===== config.mk =====
export PLATFORM = sky130hd
export DESIGN_NAME = tuner_power_reset_control
export DESIGN_NICKNAME = d
export VERILOG_FILES = /design/src/rtl/tuner_pkg.sv /design/src/rtl/tuner_power_reset_control.sv
export VERILOG_INCLUDE_DIRS = /design/src /design/src/rtl
export SDC_FILE = /design/constraint.sdc
export NUM_CORES = 1
export LEC_CHECK = 0
export BUFFER_PORTS_ARGS = -buffer_cell sky130_fd_sc_hd__buf_4
export CORE_UTILIZATION = 49
export CTS_CLUSTER_SIZE = 14
export DETAILED_ROUTE_END_ITERATION = 16
export PLACE_DENSITY = 0.67
export SYNTH_ARGS = -nofsm -noshare
export SYNTH_HDL_FRONTEND = slang
export SYNTH_SLANG_ARGS = --single-unit

===== constraint.sdc =====
create_clock -name clk -period 2.2 [get_ports clk]
set_input_delay 0.22 -clock clk [delete_from_list [all_inputs] [get_ports clk]]
set_output_delay 0.22 -clock clk [all_outputs]
set_load 0.005 [all_outputs]

===== src/rtl/tuner_cfg.svh =====
// constants for the tuner power and reset control block
// Overview of operation
// power-down bit stops all analog except oscillator
// serial interface keeps working in software power-down
// sleep high adds oscillator stop: hardware power-down
// sleep low means normal operation
// bypass stays on if enabled before sleep
// serial interface ignores bus while sleeping
// reinit bit restores every register default
// reinit bit clears itself, reads zero
// reinit resets interface, write is not acknowledged
// switch port off when zero, sinking when one
// enabled bypass stays on in any power-down
// registers load defaults at power-on
// reinit fires only after complete data byte
`ifndef TUNER_CFG_SVH
`define TUNER_CFG_SVH

// device address value is arbitrary
`define DEV_ADDR_DEFAULT    7'h4b
`define REG_COUNT           16
`define REG_RFCTL_IDX       4'h4
`define REG_GENERAL_IDX     4'hf
`define REG_PLL0_IDX        4'h0
`define REG_BB7_IDX         4'h7
`define REG_LO8_IDX         4'h8
`define LOCK_FLAG_BIT       7
`define PASSTHROUGH_EN_POS  1
`define POWERDOWN_POS       7
`define REINIT_POS          6
`define SWITCH_PORT_POS     5

`define REG0_DEFAULT        8'h00
`define REG1_DEFAULT        8'h00
`define REG2_DEFAULT        8'h00
`define REG3_DEFAULT        8'h40
`define REG4_DEFAULT        8'h6e
`define REG5_DEFAULT        8'h3c
`define REG6_DEFAULT        8'h08
`define REG7_DEFAULT        8'h38
`define REG8_DEFAULT        8'h20
`define REG9_DEFAULT        8'ha2
`define REGA_DEFAULT        8'hf1
`define REGB_DEFAULT        8'h38
`define REGC_DEFAULT        8'hd0
`define REGD_DEFAULT        8'h10
`define REGE_DEFAULT        8'h30
`define REGF_DEFAULT        8'h80

// writable bits; the rest read back as status or zero
`define REG0_WMASK          8'h7f
`define REG1_WMASK          8'hff
`define REG2_WMASK          8'hff
`define REG3_WMASK          8'h7f
`define REG4_WMASK          8'h7f
`define REG5_WMASK          8'hff
`define REG6_WMASK          8'hff
`define REG7_WMASK          8'h7f
`define REG8_WMASK          8'h7f
`define REG9_WMASK          8'hff
`define REGA_WMASK          8'hff
`define REGB_WMASK          8'h3f
`define REGC_WMASK          8'hff
`define REGD_WMASK          8'h1f
`define REGE_WMASK          8'h3f
`define REGF_WMASK          8'hb0

`endif


===== src/rtl/tuner_pkg.sv =====
// types for the tuner power and reset control block
package tuner_pkg;

  typedef enum logic [3:0] {
    ST_IDLE,
    ST_ADDR,
    ST_ACK_ADDR,
    ST_SUB,
    ST_ACK_SUB,
    ST_WR,
    ST_ACK_WR,
    ST_RD,
    ST_ACK_RD
  } serial_state_t;

  typedef struct packed {
    logic analog_off;
    logic xtal_off;
    logic passthrough_on;
  } power_ctl_t;

  typedef struct packed {
    logic pll_lock;
    logic bb_lock;
    logic full_lock;
  } lock_flags_t;

endpackage


===== src/rtl/tuner_power_reset_control.sv =====
// serial register slave with power-down, reinit and switch port control
`timescale 1ns/10ps
`include "tuner_cfg.svh"
module tuner_power_reset_control #(
  parameter logic [6:0] DEV_ADDR = `DEV_ADDR_DEFAULT
) (
  input  wire logic                    clk,
  input  wire logic                    rst_n,
  input  wire logic                    scl,
  input  wire logic                    sda_in,
  output logic                         sda_out,
  output logic                         sda_oe,
  input  wire logic                    sleep,
  input  wire tuner_pkg::lock_flags_t  lock_flags,
  output logic                         switch_port_output,
  output logic                         switch_port_oe,
  output tuner_pkg::power_ctl_t        power_ctl
);

  localparam logic [7:0] DEFAULTS [`REG_COUNT] = '{
    `REG0_DEFAULT, `REG1_DEFAULT, `REG2_DEFAULT, `REG3_DEFAULT,
    `REG4_DEFAULT, `REG5_DEFAULT, `REG6_DEFAULT, `REG7_DEFAULT,
    `REG8_DEFAULT, `REG9_DEFAULT, `REGA_DEFAULT, `REGB_DEFAULT,
    `REGC_DEFAULT, `REGD_DEFAULT, `REGE_DEFAULT, `REGF_DEFAULT};
  localparam logic [7:0] WMASKS [`REG_COUNT] = '{
    `REG0_WMASK, `REG1_WMASK, `REG2_WMASK, `REG3_WMASK,
    `REG4_WMASK, `REG5_WMASK, `REG6_WMASK, `REG7_WMASK,
    `REG8_WMASK, `REG9_WMASK, `REGA_WMASK, `REGB_WMASK,
    `REGC_WMASK, `REGD_WMASK, `REGE_WMASK, `REGF_WMASK};

  // bus line sampling and edge detection
  logic                      scl_reg;
  logic                      sda_reg;
  logic                      scl_prev_reg;
  logic                      sda_prev_reg;
  logic                      scl_next;
  logic                      sda_next;
  logic                      scl_prev_next;
  logic                      sda_prev_next;
  logic                      scl_rise;
  logic                      scl_fall;
  logic                      bus_start;
  logic                      bus_stop;

  // serial engine state
  tuner_pkg::serial_state_t  state_reg;
  tuner_pkg::serial_state_t  state_next;
  logic [3:0]                cnt_reg;
  logic [3:0]                cnt_next;
  logic [7:0]                shift_reg;
  logic [7:0]                shift_next;
  logic [7:0]                tx_reg;
  logic [7:0]                tx_next;
  logic [3:0]                ptr_reg;
  logic [3:0]                ptr_next;
  logic                      sda_oe_reg;
  logic                      sda_oe_next;

  // register file
  logic [7:0]                regs_reg  [`REG_COUNT];
  logic [7:0]                regs_next [`REG_COUNT];
  logic                      wr_en;
  logic [3:0]                wr_idx;
  logic [7:0]                wr_data;
  logic                      soft_reinit;
  logic [7:0]                rd_byte;

  // outputs
  tuner_pkg::power_ctl_t     power_reg;
  tuner_pkg::power_ctl_t     power_next;
  logic                      port_oe_reg;
  logic                      port_oe_next;
  logic                      bypass_hold_reg;
  logic                      bypass_hold_next;

  always_ff @(posedge clk) begin
    if (!rst_n) begin
      scl_reg      <= 1'b1;
      sda_reg      <= 1'b1;
      scl_prev_reg <= 1'b1;
      sda_prev_reg <= 1'b1;
    end else begin
      scl_reg      <= scl_next;
      sda_reg      <= sda_next;
      scl_prev_reg <= scl_prev_next;
      sda_prev_reg <= sda_prev_next;
    end
  end

  // one sample flop plus one history flop per bus line
  always_comb begin
    scl_next      = scl;
    sda_next      = sda_in;
    scl_prev_next = scl_reg;
    sda_prev_next = sda_reg;
  end

  always_comb begin
    scl_rise  = scl_reg & ~scl_prev_reg;
    scl_fall  = ~scl_reg & scl_prev_reg;
    bus_start = scl_reg & scl_prev_reg & sda_prev_reg & ~sda_reg;
    bus_stop  = scl_reg & scl_prev_reg & ~sda_prev_reg & sda_reg;
  end

  // read value: stored bits plus live lock flags
  always_comb begin
    rd_byte = regs_reg[ptr_reg] & WMASKS[ptr_reg];
    if (ptr_reg == `REG_PLL0_IDX) begin
      rd_byte[`LOCK_FLAG_BIT] = lock_flags.pll_lock;
    end else if (ptr_reg == `REG_BB7_IDX) begin
      rd_byte[`LOCK_FLAG_BIT] = lock_flags.bb_lock;
    end else if (ptr_reg == `REG_LO8_IDX) begin
      rd_byte[`LOCK_FLAG_BIT] = lock_flags.full_lock;
    end
  end

  always_comb begin
    state_next  = state_reg;
    cnt_next    = cnt_reg;
    shift_next  = shift_reg;
    tx_next     = tx_reg;
    ptr_next    = ptr_reg;
    sda_oe_next = sda_oe_reg;
    wr_en       = 1'b0;
    wr_idx      = ptr_reg;
    wr_data     = shift_reg;
    soft_reinit = 1'b0;
    if (sleep) begin
      // no answer to the bus while sleeping
      state_next  = tuner_pkg::ST_IDLE;
      sda_oe_next = 1'b0;
    end else if (bus_stop) begin
      state_next  = tuner_pkg::ST_IDLE;
      sda_oe_next = 1'b0;
    end else if (bus_start) begin
      state_next  = tuner_pkg::ST_ADDR;
      cnt_next    = 4'h0;
      sda_oe_next = 1'b0;
    end else begin
      unique case (state_reg)
        tuner_pkg::ST_IDLE: begin
          sda_oe_next = 1'b0;
        end
        tuner_pkg::ST_ADDR, tuner_pkg::ST_SUB, tuner_pkg::ST_WR: begin
          if (scl_rise && cnt_reg != 4'h8) begin
            shift_next = {shift_reg[6:0], sda_reg};
            cnt_next   = cnt_reg + 4'h1;
          end else if (scl_fall && cnt_reg == 4'h8) begin
            cnt_next = 4'h0;
            if (state_reg == tuner_pkg::ST_ADDR) begin
              if (shift_reg[7:1] == DEV_ADDR) begin
                state_next  = tuner_pkg::ST_ACK_ADDR;
                sda_oe_next = 1'b1;
              end else begin
                state_next = tuner_pkg::ST_IDLE;
              end
            end else if (state_reg == tuner_pkg::ST_SUB) begin
              ptr_next    = shift_reg[3:0];
              state_next  = tuner_pkg::ST_ACK_SUB;
              sda_oe_next = 1'b1;
            end else begin
              // whole byte is in before it acts
              wr_en    = 1'b1;
              ptr_next = ptr_reg + 4'h1;
              if (ptr_reg == `REG_GENERAL_IDX && shift_reg[`REINIT_POS]) begin
                soft_reinit = 1'b1;
                // engine restarts clean, as after power-on
                state_next  = tuner_pkg::ST_IDLE;
                shift_next  = 8'h00;
                tx_next     = 8'h00;
                sda_oe_next = 1'b0;
                ptr_next    = 4'h0;
              end else begin
                state_next  = tuner_pkg::ST_ACK_WR;
                sda_oe_next = 1'b1;
              end
            end
          end
        end
        tuner_pkg::ST_ACK_ADDR: begin
          if (scl_fall) begin
            if (shift_reg[0]) begin
              state_next  = tuner_pkg::ST_RD;
              tx_next     = rd_byte;
              ptr_next    = ptr_reg + 4'h1;
              sda_oe_next = ~rd_byte[7];
            end else begin
              state_next  = tuner_pkg::ST_SUB;
              sda_oe_next = 1'b0;
            end
          end
        end
        tuner_pkg::ST_ACK_SUB, tuner_pkg::ST_ACK_WR: begin
          if (scl_fall) begin
            state_next  = tuner_pkg::ST_WR;
            sda_oe_next = 1'b0;
          end
        end
        tuner_pkg::ST_RD: begin
          if (scl_fall) begin
            if (cnt_reg == 4'h7) begin
              state_next  = tuner_pkg::ST_ACK_RD;
              cnt_next    = 4'h0;
              sda_oe_next = 1'b0;
            end else begin
              tx_next     = {tx_reg[6:0], 1'b0};
              cnt_next    = cnt_reg + 4'h1;
              sda_oe_next = ~tx_reg[6];
            end
          end
        end
        tuner_pkg::ST_ACK_RD: begin
          if (scl_rise && sda_reg) begin
            state_next = tuner_pkg::ST_IDLE;
          end else if (scl_fall) begin
            state_next  = tuner_pkg::ST_RD;
            tx_next     = rd_byte;
            ptr_next    = ptr_reg + 4'h1;
            sda_oe_next = ~rd_byte[7];
          end
        end
      endcase
    end
  end

  always_ff @(posedge clk) begin
    if (!rst_n) begin
      state_reg  <= tuner_pkg::ST_IDLE;
      cnt_reg    <= 4'h0;
      shift_reg  <= 8'h00;
      tx_reg     <= 8'h00;
      ptr_reg    <= 4'h0;
      sda_oe_reg <= 1'b0;
    end else begin
      state_reg  <= state_next;
      cnt_reg    <= cnt_next;
      shift_reg  <= shift_next;
      tx_reg     <= tx_next;
      ptr_reg    <= ptr_next;
      sda_oe_reg <= sda_oe_next;
    end
  end

  genvar gi;
  generate
    for (gi = 0; gi < `REG_COUNT; gi++) begin : g_reg
      always_comb begin
        regs_next[gi] = regs_reg[gi];
        if (soft_reinit) begin
          regs_next[gi] = DEFAULTS[gi];
        end else if (wr_en && wr_idx == 4'(gi)) begin
          regs_next[gi] = (regs_reg[gi] & ~WMASKS[gi]) | (wr_data & WMASKS[gi]);
        end
      end
      always_ff @(posedge clk) begin
        if (!rst_n) begin
          regs_reg[gi] <= DEFAULTS[gi];
        end else begin
          regs_reg[gi] <= regs_next[gi];
        end
      end
    end
  endgenerate

  // bypass enable as last written while awake; frozen while asleep
  // so the output keeps what was programmed before sleep
  always_comb begin
    bypass_hold_next = bypass_hold_reg;
    if (!sleep) begin
      bypass_hold_next = regs_next[`REG_RFCTL_IDX][`PASSTHROUGH_EN_POS];
    end
  end

  always_ff @(posedge clk) begin
    if (!rst_n) begin
      bypass_hold_reg <= DEFAULTS[`REG_RFCTL_IDX][`PASSTHROUGH_EN_POS];
    end else begin
      bypass_hold_reg <= bypass_hold_next;
    end
  end

  always_comb begin
    power_next.analog_off     = regs_reg[`REG_GENERAL_IDX][`POWERDOWN_POS] | sleep;
    power_next.xtal_off       = sleep;
    // on in any power-down as long as the enable is set
    power_next.passthrough_on = bypass_hold_reg;
    port_oe_next              = regs_reg[`REG_GENERAL_IDX][`SWITCH_PORT_POS];
  end

  always_ff @(posedge clk) begin
    if (!rst_n) begin
      power_reg   <= '0;
      port_oe_reg <= 1'b0;
    end else begin
      power_reg   <= power_next;
      port_oe_reg <= port_oe_next;
    end
  end

  assign sda_out            = 1'b0;
  assign sda_oe             = sda_oe_reg;
  assign switch_port_output = 1'b0;
  assign switch_port_oe     = port_oe_reg;
  assign power_ctl          = power_reg;

endmodule


==> results.md, run 1 <==
* GR Layer Usage met2 at 43.83%
* Worst EP arrival at around 2.5 ns
* Largest family of logic cells by synthesized area: simple AND/OR/NAND/NOR gates
* Final nets at just under 800
* Synth unique cells at between 70 and 80
* Slowest cell on the critical path: o21ai_0
* Vias in the first global route at just under 6000
* GRT Resource Usage Total at 27.49%
* Largest register FFs at 111
* First-pass GRT wire length at between 30 and 40 mm
* Routed Antenna Nets at 0
* Adder-cell share of the synthesized area at under 10%
* Worst Hold Launch: sleep
* CP max stage delay at about 0.38 ns
* Max clock buf depth at 2
* Critical path data required time at roughly 2.5 ns
* GR Layer Usage met1 at ~36%
* Reg2Reg Depth at 8
* I/O Pins at 15
* Total power draw at slightly above 6 mW
* YS warnings at 0
* Mux share of post-synthesis cell area at 15.69%
* GPL Wtd Cong at between 0.8 and 0.9
* Slew @ Worst Pin at between 0.4 and 0.5 ns
* Pre-CTS setup slack at -0.01567 ns
* Fmax at around 460 MHz
* Async S/R FF share, synth at 0%
* Core ar. at approximately 15000 µm²
* CP Launch Type: flop
* Grt total ovfl at 0
* Mapped Cells at ~730
* Number of synthesized flops with an enable pin at 56
* DRT iter0 DRCs at 570
* Share of cells above drive strength 1 at between 20% and 30%
* Die area at between 15000 and 20000 µm²
* Post-Synth Simple-Gate Area at around a fifth
* Pwr dens at 673.4 nW/µm²
* Layout fillers at between 1000 and 1500
* Fin. Hold Viols at 0
* Worst setup EP type: flop
* Number of diodes at 0
* Primary FF master, synth: dfxtp_1
* Mapped Avg Cell Area at about 11 µm²
* Initial antenna violation count at 0
* Critical path class: reg2reg
* Met3 usage at roughly 6.2%
* Seq/Total Area, Yosys at between 40 and 50%
* Detailed placer's ending HPWL at 14.45 mm
* Slew HR at between 60 and 70%
* Hold WC Path Type: in2reg
* Final setup margin at approximately 0.020 ns
* Total clock sinks at about 150
* DRT Pass-1 Iters at 5
* Synth Cell Area at 7649 µm²
* Crit path cell chain: inv_1 > ha_1 > nand3b_2 > buf_4 > o21ai_0 > a311o_1 > a21oi_1 > a311oi_2
* Tcrit/Tclk final at between 90% and 100%
* Layer with the highest usage: met2
* WL final at between 20 and 25 mm
* Crit path time final at 2.180 ns
* P_leak at 3.493 nW
* Reg2reg setup slack at between 0.015 and 0.02 ns
* # Max-Cap Violations at 0
* Status: completed
* Worst clock skew at roughly 0.014 ns
* Flops & latches, synth at between 150 and 200
* CTS tree: built
* Insertion delay to the later sink of the worst-skew pair at 0.44 ns
* Worst r2r src: cnt_reg[0]
* Compound-Gate Fraction of Synth Area at 12.19%
* Worst Path Buf+Inv at 2
* CP delay by family, top: compound AO/OA/AOI/OAI gates
* Die Width at roughly 130 µm
* Initial Util at between 50% and 60%
* Num rows at 45
* Vias per cell at roughly 6.2
* CTS buffer count at 17
* Area delta synth->final at 17.32%
* Wire per inst at between 20 and 25 µm
* Final setup violation count at 0
* Xor and xnor fraction of the mapped netlist area at less than 1%
* Pins Over Slew Limit at 0
* Clock-pin slew on the worst setup and hold paths at 0.07 ns
* Clk root buf: clkbuf_16
* Stages on the worst setup path at 8
* Worst hold endpoint: bypass_hold_reg
* Pin count of the biggest net entering global routing at 25
* Hold path depth at 3
* Crit path from: cnt_reg[0]
* Vias at approximately 6000
* H-tree depth at 4
* Port Buffer Count at 12
* CP Max Fanout at 7
* Die height at around 130 µm
* Drt drc at 0
* VDD IR max at between 0.0008 and 0.0009 V
==> per-layer routing <==
layer / vias up / part of all wire [%]
met4: 0 / 3.0
met3: 40 / 6.3
met2: 235 / 48
met1: 2943 / 42
li1: 2754 / -
met5: - / 0
==> what timing repair did <==
item | in CTS | in global routing
endpoints found under the setup margin | 15 | 99
buffers inserted | 1 | 2
hold buffers | 2 | 0
pin swaps | 1 | 4
endpoints found under the hold margin | 2 | 0
gates resized for setup | 1 | 15
==> synthesized netlist by cell type, types with 6 or more instances <==
library cell	n	area share, %
a211oi_1	13	1.3
a21oi_1	30	2.0
a22oi_1	13	1.3
a311oi_1	9	1.0
and2_1	46	3.8
buf_2	17	1.1
clkbuf_1	29	1.4
dfxtp_1	96	25
edfxtp_1	56	22
ha_1	7	1.1
inv_1	11	0.54
mux2i_1	67	8.8
mux4_2	22	6.5
nand2_1	52	2.6
nand2b_1	21	1.7
nand3_1	18	1.2
nand3_2	7	0.92
nor2_1	69	3.4
nor2b_1	7	0.57
nor3_1	6	0.39
o21ai_0	19	1.2
==> metrics by stage <==
step                utilization [%]  hold WS (ns)  cell area, µm²  std cells  TNS [ns]
floorplan                         -        0.3215            7694        729         0
global placement              54.27        0.4066            8250        933         0
detailed placement            54.27        0.4099            8250        933  -0.06944
CTS                           58.29       0.04289            8861        968         0
global route                  59.03       0.05279            8974        970   -0.7246
finish                        59.03       0.05260            8974        970         0
==> layout make-up <==
class                   count  area (µm²)  share of cell area [%]
clock buffers              19       432.9                   4.824
clock inverters            13       135.1                   1.506
inverters                  11       41.29                  0.4601
multi-input cells         508        3847                   42.88
flip-flops and latches    152        3605                   40.17
well taps                 188       235.2                   2.621
repair buffers             79       676.9                   7.543
==> where the power goes <==
part           internal [mW]  switching [mW]  total (mW)  leakage [nW]
combinational         0.0825           0.118       0.201          1.91
clock                   1.59            1.26        2.86         0.277
sequential              2.96          0.0240        2.99          1.31
total                   4.64            1.41        6.04          3.49
==> cells by family (layout without fill, tap and decap cells) <==
family                     count (synthesis)  in the layout
adders and majority gates                  7              7
buffers and inverters                     69            122
DFF                                      152            152
and+or+nand+nor                          272            272
muxes                                     92             92
other                                      1              2
xor gates and xnor gates                   2              2
AOI/OAI and AO/OA                        133            133
==> layout by cell type (no fill, tap or decap), types with 4 or more instances in the layout <==
cell	netlist	layout
nand4_1	5	5
or2_2	5	5
nor3b_1	4	4
a21oi_1	30	30
o2bb2ai_1	5	5
nand4b_1	4	4
o21ai_1	1	5
mux2i_1	67	67
buf_12	0	6
nand3_1	18	17
a211oi_1	13	12
nand2_1	52	51
o21ai_0	19	14
o21a_1	5	5
nor3_1	6	4
nand2b_1	21	21
nand3_2	7	8
mux4_2	22	22
a221oi_1	5	5
ha_1	7	7
clkbuf_16	0	17
a311oi_1	9	7
nor2b_1	7	7
buf_4	5	70
a22oi_1	13	13
and2_1	46	45
dfxtp_1	96	95
nor2_1	69	66
edfxtp_1	56	56
inv_6	0	5
inv_1	11	11
==> worst max path at each step <==
stage               slack [ns]              to
floorplan                0.009  regs_reg[1][0]
global placement          0.06  regs_reg[5][7]
detailed placement       -0.02  regs_reg[2][1]
CTS                       0.01  regs_reg[9][2]
global route             -0.18            flop
finish                    0.02            flop
==> tightest hold or removal path: stages <==
cell and delay (ns):
buf_4 0.12, a21oi_1 0.06, o21ai_0 0.06
Note: power is estimated with default switching activity, not from simulation.
==> run 2, diff against run 1 <==
--- a/config.mk
+++ b/config.mk
@@ -6,11 +6,12 @@
 export SDC_FILE = /design/constraint.sdc
 export NUM_CORES = 1
 export LEC_CHECK = 0
-export BUFFER_PORTS_ARGS = -buffer_cell sky130_fd_sc_hd__buf_4
-export CORE_UTILIZATION = 49
+export CORE_UTILIZATION = 55
 export CTS_CLUSTER_SIZE = 14
 export DETAILED_ROUTE_END_ITERATION = 16
-export PLACE_DENSITY = 0.67
+export DONT_BUFFER_PORTS = 1
+export PLACE_DENSITY = 0.73
+export RECOVER_POWER = 100
 export SYNTH_ARGS = -nofsm -noshare
 export SYNTH_HDL_FRONTEND = slang
 export SYNTH_SLANG_ARGS = --single-unit
==> run 2 against run 1 <==
Against the previous run:
- register-to-register slack improved by 0.05 ns
- clock skew decreased by 0.0028 ns
- setup slack improved by 0.048 ns
- final cell count decreased by 2.8%
- clock power about the same
- highest routed layer unchanged
- total power decreased by 0.63%
- sequential share of layout area increased by 0.48 points
- sequential power about the same
==> results.md, run 2 (synthesized netlist as in run 1, its figures left out) <==
* Clock-pin slew on the worst setup and hold paths at 0.06 ns (about the same)
* DRT iter0 DRCs at 747 (+31%)
* Number of diodes at 0 (unchanged)
* GR Layer Usage met2 at 45.80% (+2.0 points)
* Status: completed
* Detailed placer's ending HPWL at 13.79 mm (-4.6%)
* Initial Util at 57.08% (+6.8 points)
* Fmax at 468.9 MHz (+2.2%)
* Met3 usage at 7.177% (+0.93 points)
* Cells after DPL at 901 (-3.4%)
* Vias per cell at 6.320 (+2.7%)
* Pwr dens at 677.3 nW/µm² (+0.59%)
* Clk root buf: clkbuf_16
* Tcrit/Tclk final at 96.93% (-2.2 points)
* WL final at 20.55 mm (-1.9%)
* DRT Pass-1 Iters at 5 (unchanged)
* Crit path time final at 2.133 ns (-0.04769 ns)
* # Max-Cap Violations at 0 (unchanged)
* VDD IR max at 0.0006555 V (-21%)
* P_leak at 3.415 nW (-2.2%)
* Register area at 3603 µm² (about the same)
* Core ar. at 13400 µm² (-12%)
* CTS tree: built
* Die height at 119.9 µm (-5.5%)
* Layer with the highest usage: met2
* Slew HR at 62.52% (-4.3 points)
* Insertion delay to the later sink of the worst-skew pair at 0.44 ns (about the same)
* Critical path data required time at 2.35 ns (-0.16 ns)
* Worst r2r src: cnt_reg[0]
* Crit path from: cnt_reg[0]
* Vias at 5960 (-0.20%)
* Hold WC Path Type: in2reg
* Port Buffer Count at 0 (-12)
* Worst reg2reg path endpoint: regs_reg[6][7]
* GRT Resource Usage Total at 29.76% (+2.3 points)
* Critical path class: reg2reg
* Share of cells above drive strength 1 at 19.69% (-2.3 points)
* Fin. Hold Viols at 0 (unchanged)
* Multi-input logic area at 3845 µm² (about the same)
* Worst EP arrival at 2.28 ns (-0.21 ns)
* Hold_ws at 0.02009 ns (-0.03250 ns)
* I/O Pins at 15 (unchanged)
* Wire per inst at 21.79 µm (+0.92%)
* Initial antenna violation count at 0 (unchanged)
* Commonest non-fill, non-tap cell in the layout: dfxtp_1
* H-tree depth at 4 (unchanged)
* Layout fillers at 1032 (-18%)
* Drt drc at 0 (unchanged)
* Area delta synth->final at 15.90%
* CP Max Fanout at 24 (+17)
* Layout Cells excl Fill at 943 (-2.8%)
* Largest register FFs at 111 (unchanged)
* Reg2reg setup slack at 0.07 ns (+0.05 ns)
* Worst setup EP type: flop
* Max clock buf depth at 2 (unchanged)
* Final setup violation count at 0 (unchanged)
* Num rows at 42 (-6.7%)
* GPL Wtd Cong at 0.9039 (+2.1%)
* Die area at 14380 µm² (-11%)
* Grt total ovfl at 0 (unchanged)
* Most frequent cells in the layout: 96 x dfxtp_1, 67 x mux2i_1, 66 x nor2_1
* Die Width at 119.9 µm (-5.5%)
* CP Launch Type: flop
* Pin count of the biggest net entering global routing at 32 (+28%)
* CP endpoint: regs_reg[6][7]
* CTS buffer count at 17 (unchanged)
* Layout Utilization at 66.15% (+7.1 points)
* Slew @ Worst Pin at 0.5601 ns (+0.06497 ns)
* Setup TNS at 0 ns (unchanged)
* Worst clock skew at 0.01141 ns (-0.002806 ns)
* Vias in the first global route at 5750 (-2.6%)
* Reg2Reg Depth at 9 (+1)
* First-pass GRT wire length at 31.95 mm (-3.3%)
* Final nets at 769 (-1.9%)
* GR Layer Usage met1 at 39.38% (+3.3 points)
* Routed Antenna Nets at 0 (unchanged)
* Pins Over Slew Limit at 0 (unchanged)
* Total clock sinks at 152 (unchanged)
## run 2: through the flow
| step | instance area [µm²] | total power, mW | setup WS, ns |
|---|---|---|---|
| 4_1_cts | 8737 | 6.009 | 0.00006417 |
| 6_report | 8865 | 6.004 | 0.06750 |
| 2_1_floorplan | 7694 | 3.150 | 0.008662 |
| 5_1_grt | 8865 | 6.149 | -0.01466 |
| 3_3_place_gp | 8097 | 3.194 | 0.05961 |
| 3_5_place_dp | 8097 | 3.199 | -0.01379 |
## run 2: cell type report
class	count	area share, %
multi-input combinational	508	43.37
clock buffer	20	5.166
timing repair buffer	64	6.549
sequential	152	40.65
inverter	11	0.4658
tap	176	2.484
clock inverter	12	1.313
## run 2: report_power, final
part / internal (mW) / switching (mW)
Sequential: 2.96 / 0.0255
Clock: 1.64 / 1.20
Combinational: 0.0701 / 0.105
Total: 4.67 / 1.33
## run 2: how the worst min path moves through the flow
stage	start	end	slack [ns]	cells past startpoint
2_1_floorplan	scl	scl_prev_next	0.32	1
3_3_place_gp	rst_n	sda_prev_reg	0.30	1
3_5_place_dp	rst_n	sda_prev_next	0.30	1
4_1_cts	rst_n	state_reg[3]	0.005	2
5_1_grt	rst_n	state_reg[3]	0.01	2
6_report	rst_n	state_reg[3]	0.02	2
## run 2: worst max-delay path, stage by stage, from the launching register on
cell      delay (ns)
dfxtp_1         0.32
inv_2           0.08
ha_4            0.14
nand3b_4        0.10
or4_4           0.55
nor2_2          0.13
nor2_2          0.06
buf_12          0.15
o21ai_1         0.11
buf_4           0.19
## run 2: timing repair
item | 4_1_cts | 5_1_grt
pin swaps | 2 | 7
setup endpoints to repair | 15 | 104
setup buffers | 1 | 5
cloned | 0 | 0
endpoints found under the hold margin | 11 | 0
hold buffers | 4 | 0
resized for setup | 1 | 21
## run 2: metal layers
metal	routed length, µm	vias to the layer above
li1	-	2712
met1	8573	2946
met2	9766	254
met3	1342	48
met4	864	0
met5	0	-
==> run 3, diff against run 2 <==
--- a/config.mk
+++ b/config.mk
@@ -7,7 +7,8 @@
 export NUM_CORES = 1
 export LEC_CHECK = 0
 export CORE_UTILIZATION = 55
-export CTS_CLUSTER_SIZE = 14
+export CTS_BUF_LIST = sky130_fd_sc_hd__clkbuf_2 sky130_fd_sc_hd__clkbuf_4 sky130_fd_sc_hd__clkbuf_8
+export CTS_CLUSTER_SIZE = 8
 export DETAILED_ROUTE_END_ITERATION = 16
 export DONT_BUFFER_PORTS = 1
 export PLACE_DENSITY = 0.73
==> run 3 against run 2 <==
Against the previous run:
- total power fell by 12%
- critical path type unchanged
- worst hold slack better by 0.041 ns
- die area unchanged
- setup slack lost 0.0050 ns
==> results.md, run 3 (synthesized netlist as in run 1, its figures left out) <==
* Wire per inst at 21.55 µm (-1.1%)
* WL final at 20.32 mm (-1.1%)
* Worst Hold Launch: sleep
* Clk root buf: clkbuf_8
* Hold path depth at 2 (unchanged)
* Worst r2r src: cnt_reg[0]
* Hold WC Path Type: in2reg
* Max clock buf depth at 2 (unchanged)
* VDD IR max at 0.0005650 V (-14%)
* Number of diodes at 0 (unchanged)
* Fin. Hold Viols at 0 (unchanged)
* Crit path time final at 2.137 ns (+0.004987 ns)
* Hold_ws at 0.06159 ns (+0.04150 ns)
* Area delta synth->final at 13.22%
* CP Launch Type: flop
* Worst setup EP type: flop
* Layout Cells excl Fill at 943 (unchanged)
* Worst reg2reg path endpoint: regs_reg[10][6]
* Initial Util at 57.08% (unchanged)
* GPL Wtd Cong at 0.9039 (unchanged)
* Worst hold endpoint: power_ctl[1]
* CP max stage delay at 0.36 ns (-0.19 ns)
* H-tree depth at 4 (unchanged)
* DRT Pass-1 Iters at 6 (+1)
* DRT iter0 DRCs at 758 (+1.5%)
* GRT Resource Usage Total at 29.70% (-0.058 points)
* Routed Antenna Nets at 0 (unchanged)
* Fmax at 467.8 MHz (-0.23%)
* Port Buffer Count at 0 (unchanged)
* Total power draw at 5.311 mW (-12%)
* P_leak at 3.322 nW (-2.7%)
* Worst Path Buf+Inv at 3 (unchanged)
* Vias at 5958 (-0.034%)
* Vias per cell at 6.318 (about the same)
* CTS buffer count at 17 (unchanged)
* Total clock sinks at 152 (unchanged)
* Reg2Reg Depth at 8 (-1)
* Detailed placer's ending HPWL at 13.79 mm (unchanged)
* Clock-pin slew on the worst setup and hold paths at 0.09 ns (+0.03 ns)
* Worst clock skew at 0.01293 ns (+0.001522 ns)
* Worst EP arrival at 2.35 ns (+0.07 ns)
* Cells after DPL at 901 (unchanged)
* Drt drc at 0 (unchanged)
* Initial antenna violation count at 0 (unchanged)
* Final nets at 769 (unchanged)
* # Max-Cap Violations at 0 (unchanged)
* Share of cells above drive strength 1 at 19.95% (+0.26 points)
* Die Width at 119.9 µm (unchanged)
* Final setup violation count at 0 (unchanged)
* Slew HR at 57.65% (-4.9 points)
* Largest register FFs at 111 (unchanged)
* Vias in the first global route at 5777 (+0.47%)
* Slew @ Worst Pin at 0.6332 ns (+0.07307 ns)
* Reg2reg setup slack at 0.06 ns (about the same)
* Pin count of the biggest net entering global routing at 32 (unchanged)
* CP delay by family, top: simple AND/OR/NAND/NOR gates
* Most frequent cells in the layout: 96 x dfxtp_1, 67 x mux2i_1, 66 x nor2_1
* Tcrit/Tclk final at 97.16% (+0.23 points)
* CP Max Fanout at 5 (-79%)
* CTS tree: built
* Grt total ovfl at 0 (unchanged)
* Insertion delay to the later sink of the worst-skew pair at 0.47 ns (+0.03 ns)
* Die area at 14380 µm² (unchanged)
* Critical path data required time at 2.41 ns (+0.06 ns)
* Num rows at 42 (unchanged)
* Pwr dens at 613.3 nW/µm² (-9.5%)
* First-pass GRT wire length at 31.98 mm (+0.11%)
* Status: completed
* Pins Over Slew Limit at 0 (unchanged)
* Die height at 119.9 µm (unchanged)
* Commonest non-fill, non-tap cell in the layout: dfxtp_1
* Crit path cell chain: inv_2 > ha_4 > nand3b_4 > nor4_4 > buf_6 > buf_4 > nand4_1 > or2_2
* Slowest cell on the critical path: nor4_4
* I/O Pins at 15 (unchanged)
* Core ar. at 13400 µm² (unchanged)
* Critical path class: reg2reg
[run 3: cell types whose count changed in the layout (fill, tap and decap cells not counted), sizes merged]
cell	before	now
bufinv	1	2
clkbuf	20	19
[run 3: per-stage QoR]
step | setup TNS [ns] | setup WS (ns) | utilization, % | instance area, µm²
CTS | 0 | 0.001187 | 63.82 | 8552
global placement | 0 | 0.05961 | 60.42 | 8097
detailed placement | -0.1090 | -0.01379 | 60.42 | 8097
global route | -0.2442 | -0.02119 | 64.62 | 8660
finish | 0 | 0.06251 | 64.62 | 8660
floorplan | 0 | 0.008662 | - | 7694
[run 3: worst max path at each step]
stage                     from         endpoint  slack, ns  depth (start not counted)
floorplan           ptr_reg[0]   regs_reg[1][0]      0.009                          8
global placement    cnt_reg[0]   regs_reg[2][3]       0.06                          7
detailed placement  cnt_reg[0]   regs_reg[2][3]      -0.01                          7
CTS                 cnt_reg[0]   regs_reg[2][6]      0.001                          8
global route        cnt_reg[0]   regs_reg[1][6]      -0.02                          9
finish              cnt_reg[0]  regs_reg[10][6]       0.06                          8
[run 3: what timing repair did]
| action | 4_1_cts | 5_1_grt |
|---|---|---|
| endpoints found under the setup margin | 12 | 95 |
| resized for setup | 0 | 17 |
| hold buffers | 4 | 0 |
| setup buffers | 1 | 4 |
| pin swaps | 2 | 5 |
| gates cloned | 0 | 1 |
| hold endpoints to repair | 14 | 0 |
[run 3: final cells by class]
type,instances,area [µm²]
Fill cell,1073,4741
Multi-Input combinational cell,508,3837
Sequential cell,152,3603
Timing Repair Buffer,64,561.8
Clock buffer,19,249.0
Tap cell,176,220.2
Clock inverter,13,146.4
Inverter,11,41.29
[run 3: worst register-to-register path, stage by stage, from the launching register on]
cell      delay (ns)
dfxtp_1         0.33
inv_2           0.08
ha_4            0.14
nand3b_4        0.10
nor4_4          0.37
buf_6           0.18
buf_4           0.15
nand4_1         0.21
or2_2           0.34
[run 3: report_power, final]
part | switching [mW] | leakage, nW | internal (mW)
sequential | 0.0251 | 1.31 | 2.96
combinational | 0.106 | 1.82 | 0.0665
clock | 1.11 | 0.193 | 1.05
total | 1.24 | 3.32 | 4.07
[run 3: per-layer routing]
layer	vias to the layer above	track usage (%)	part of all wire, %
li1	2707	-	-
met1	2935	39.10	42
met2	249	45.94	47
met3	67	6.464	6.2
met4	0	15.39	4.3
met5	-	0	0
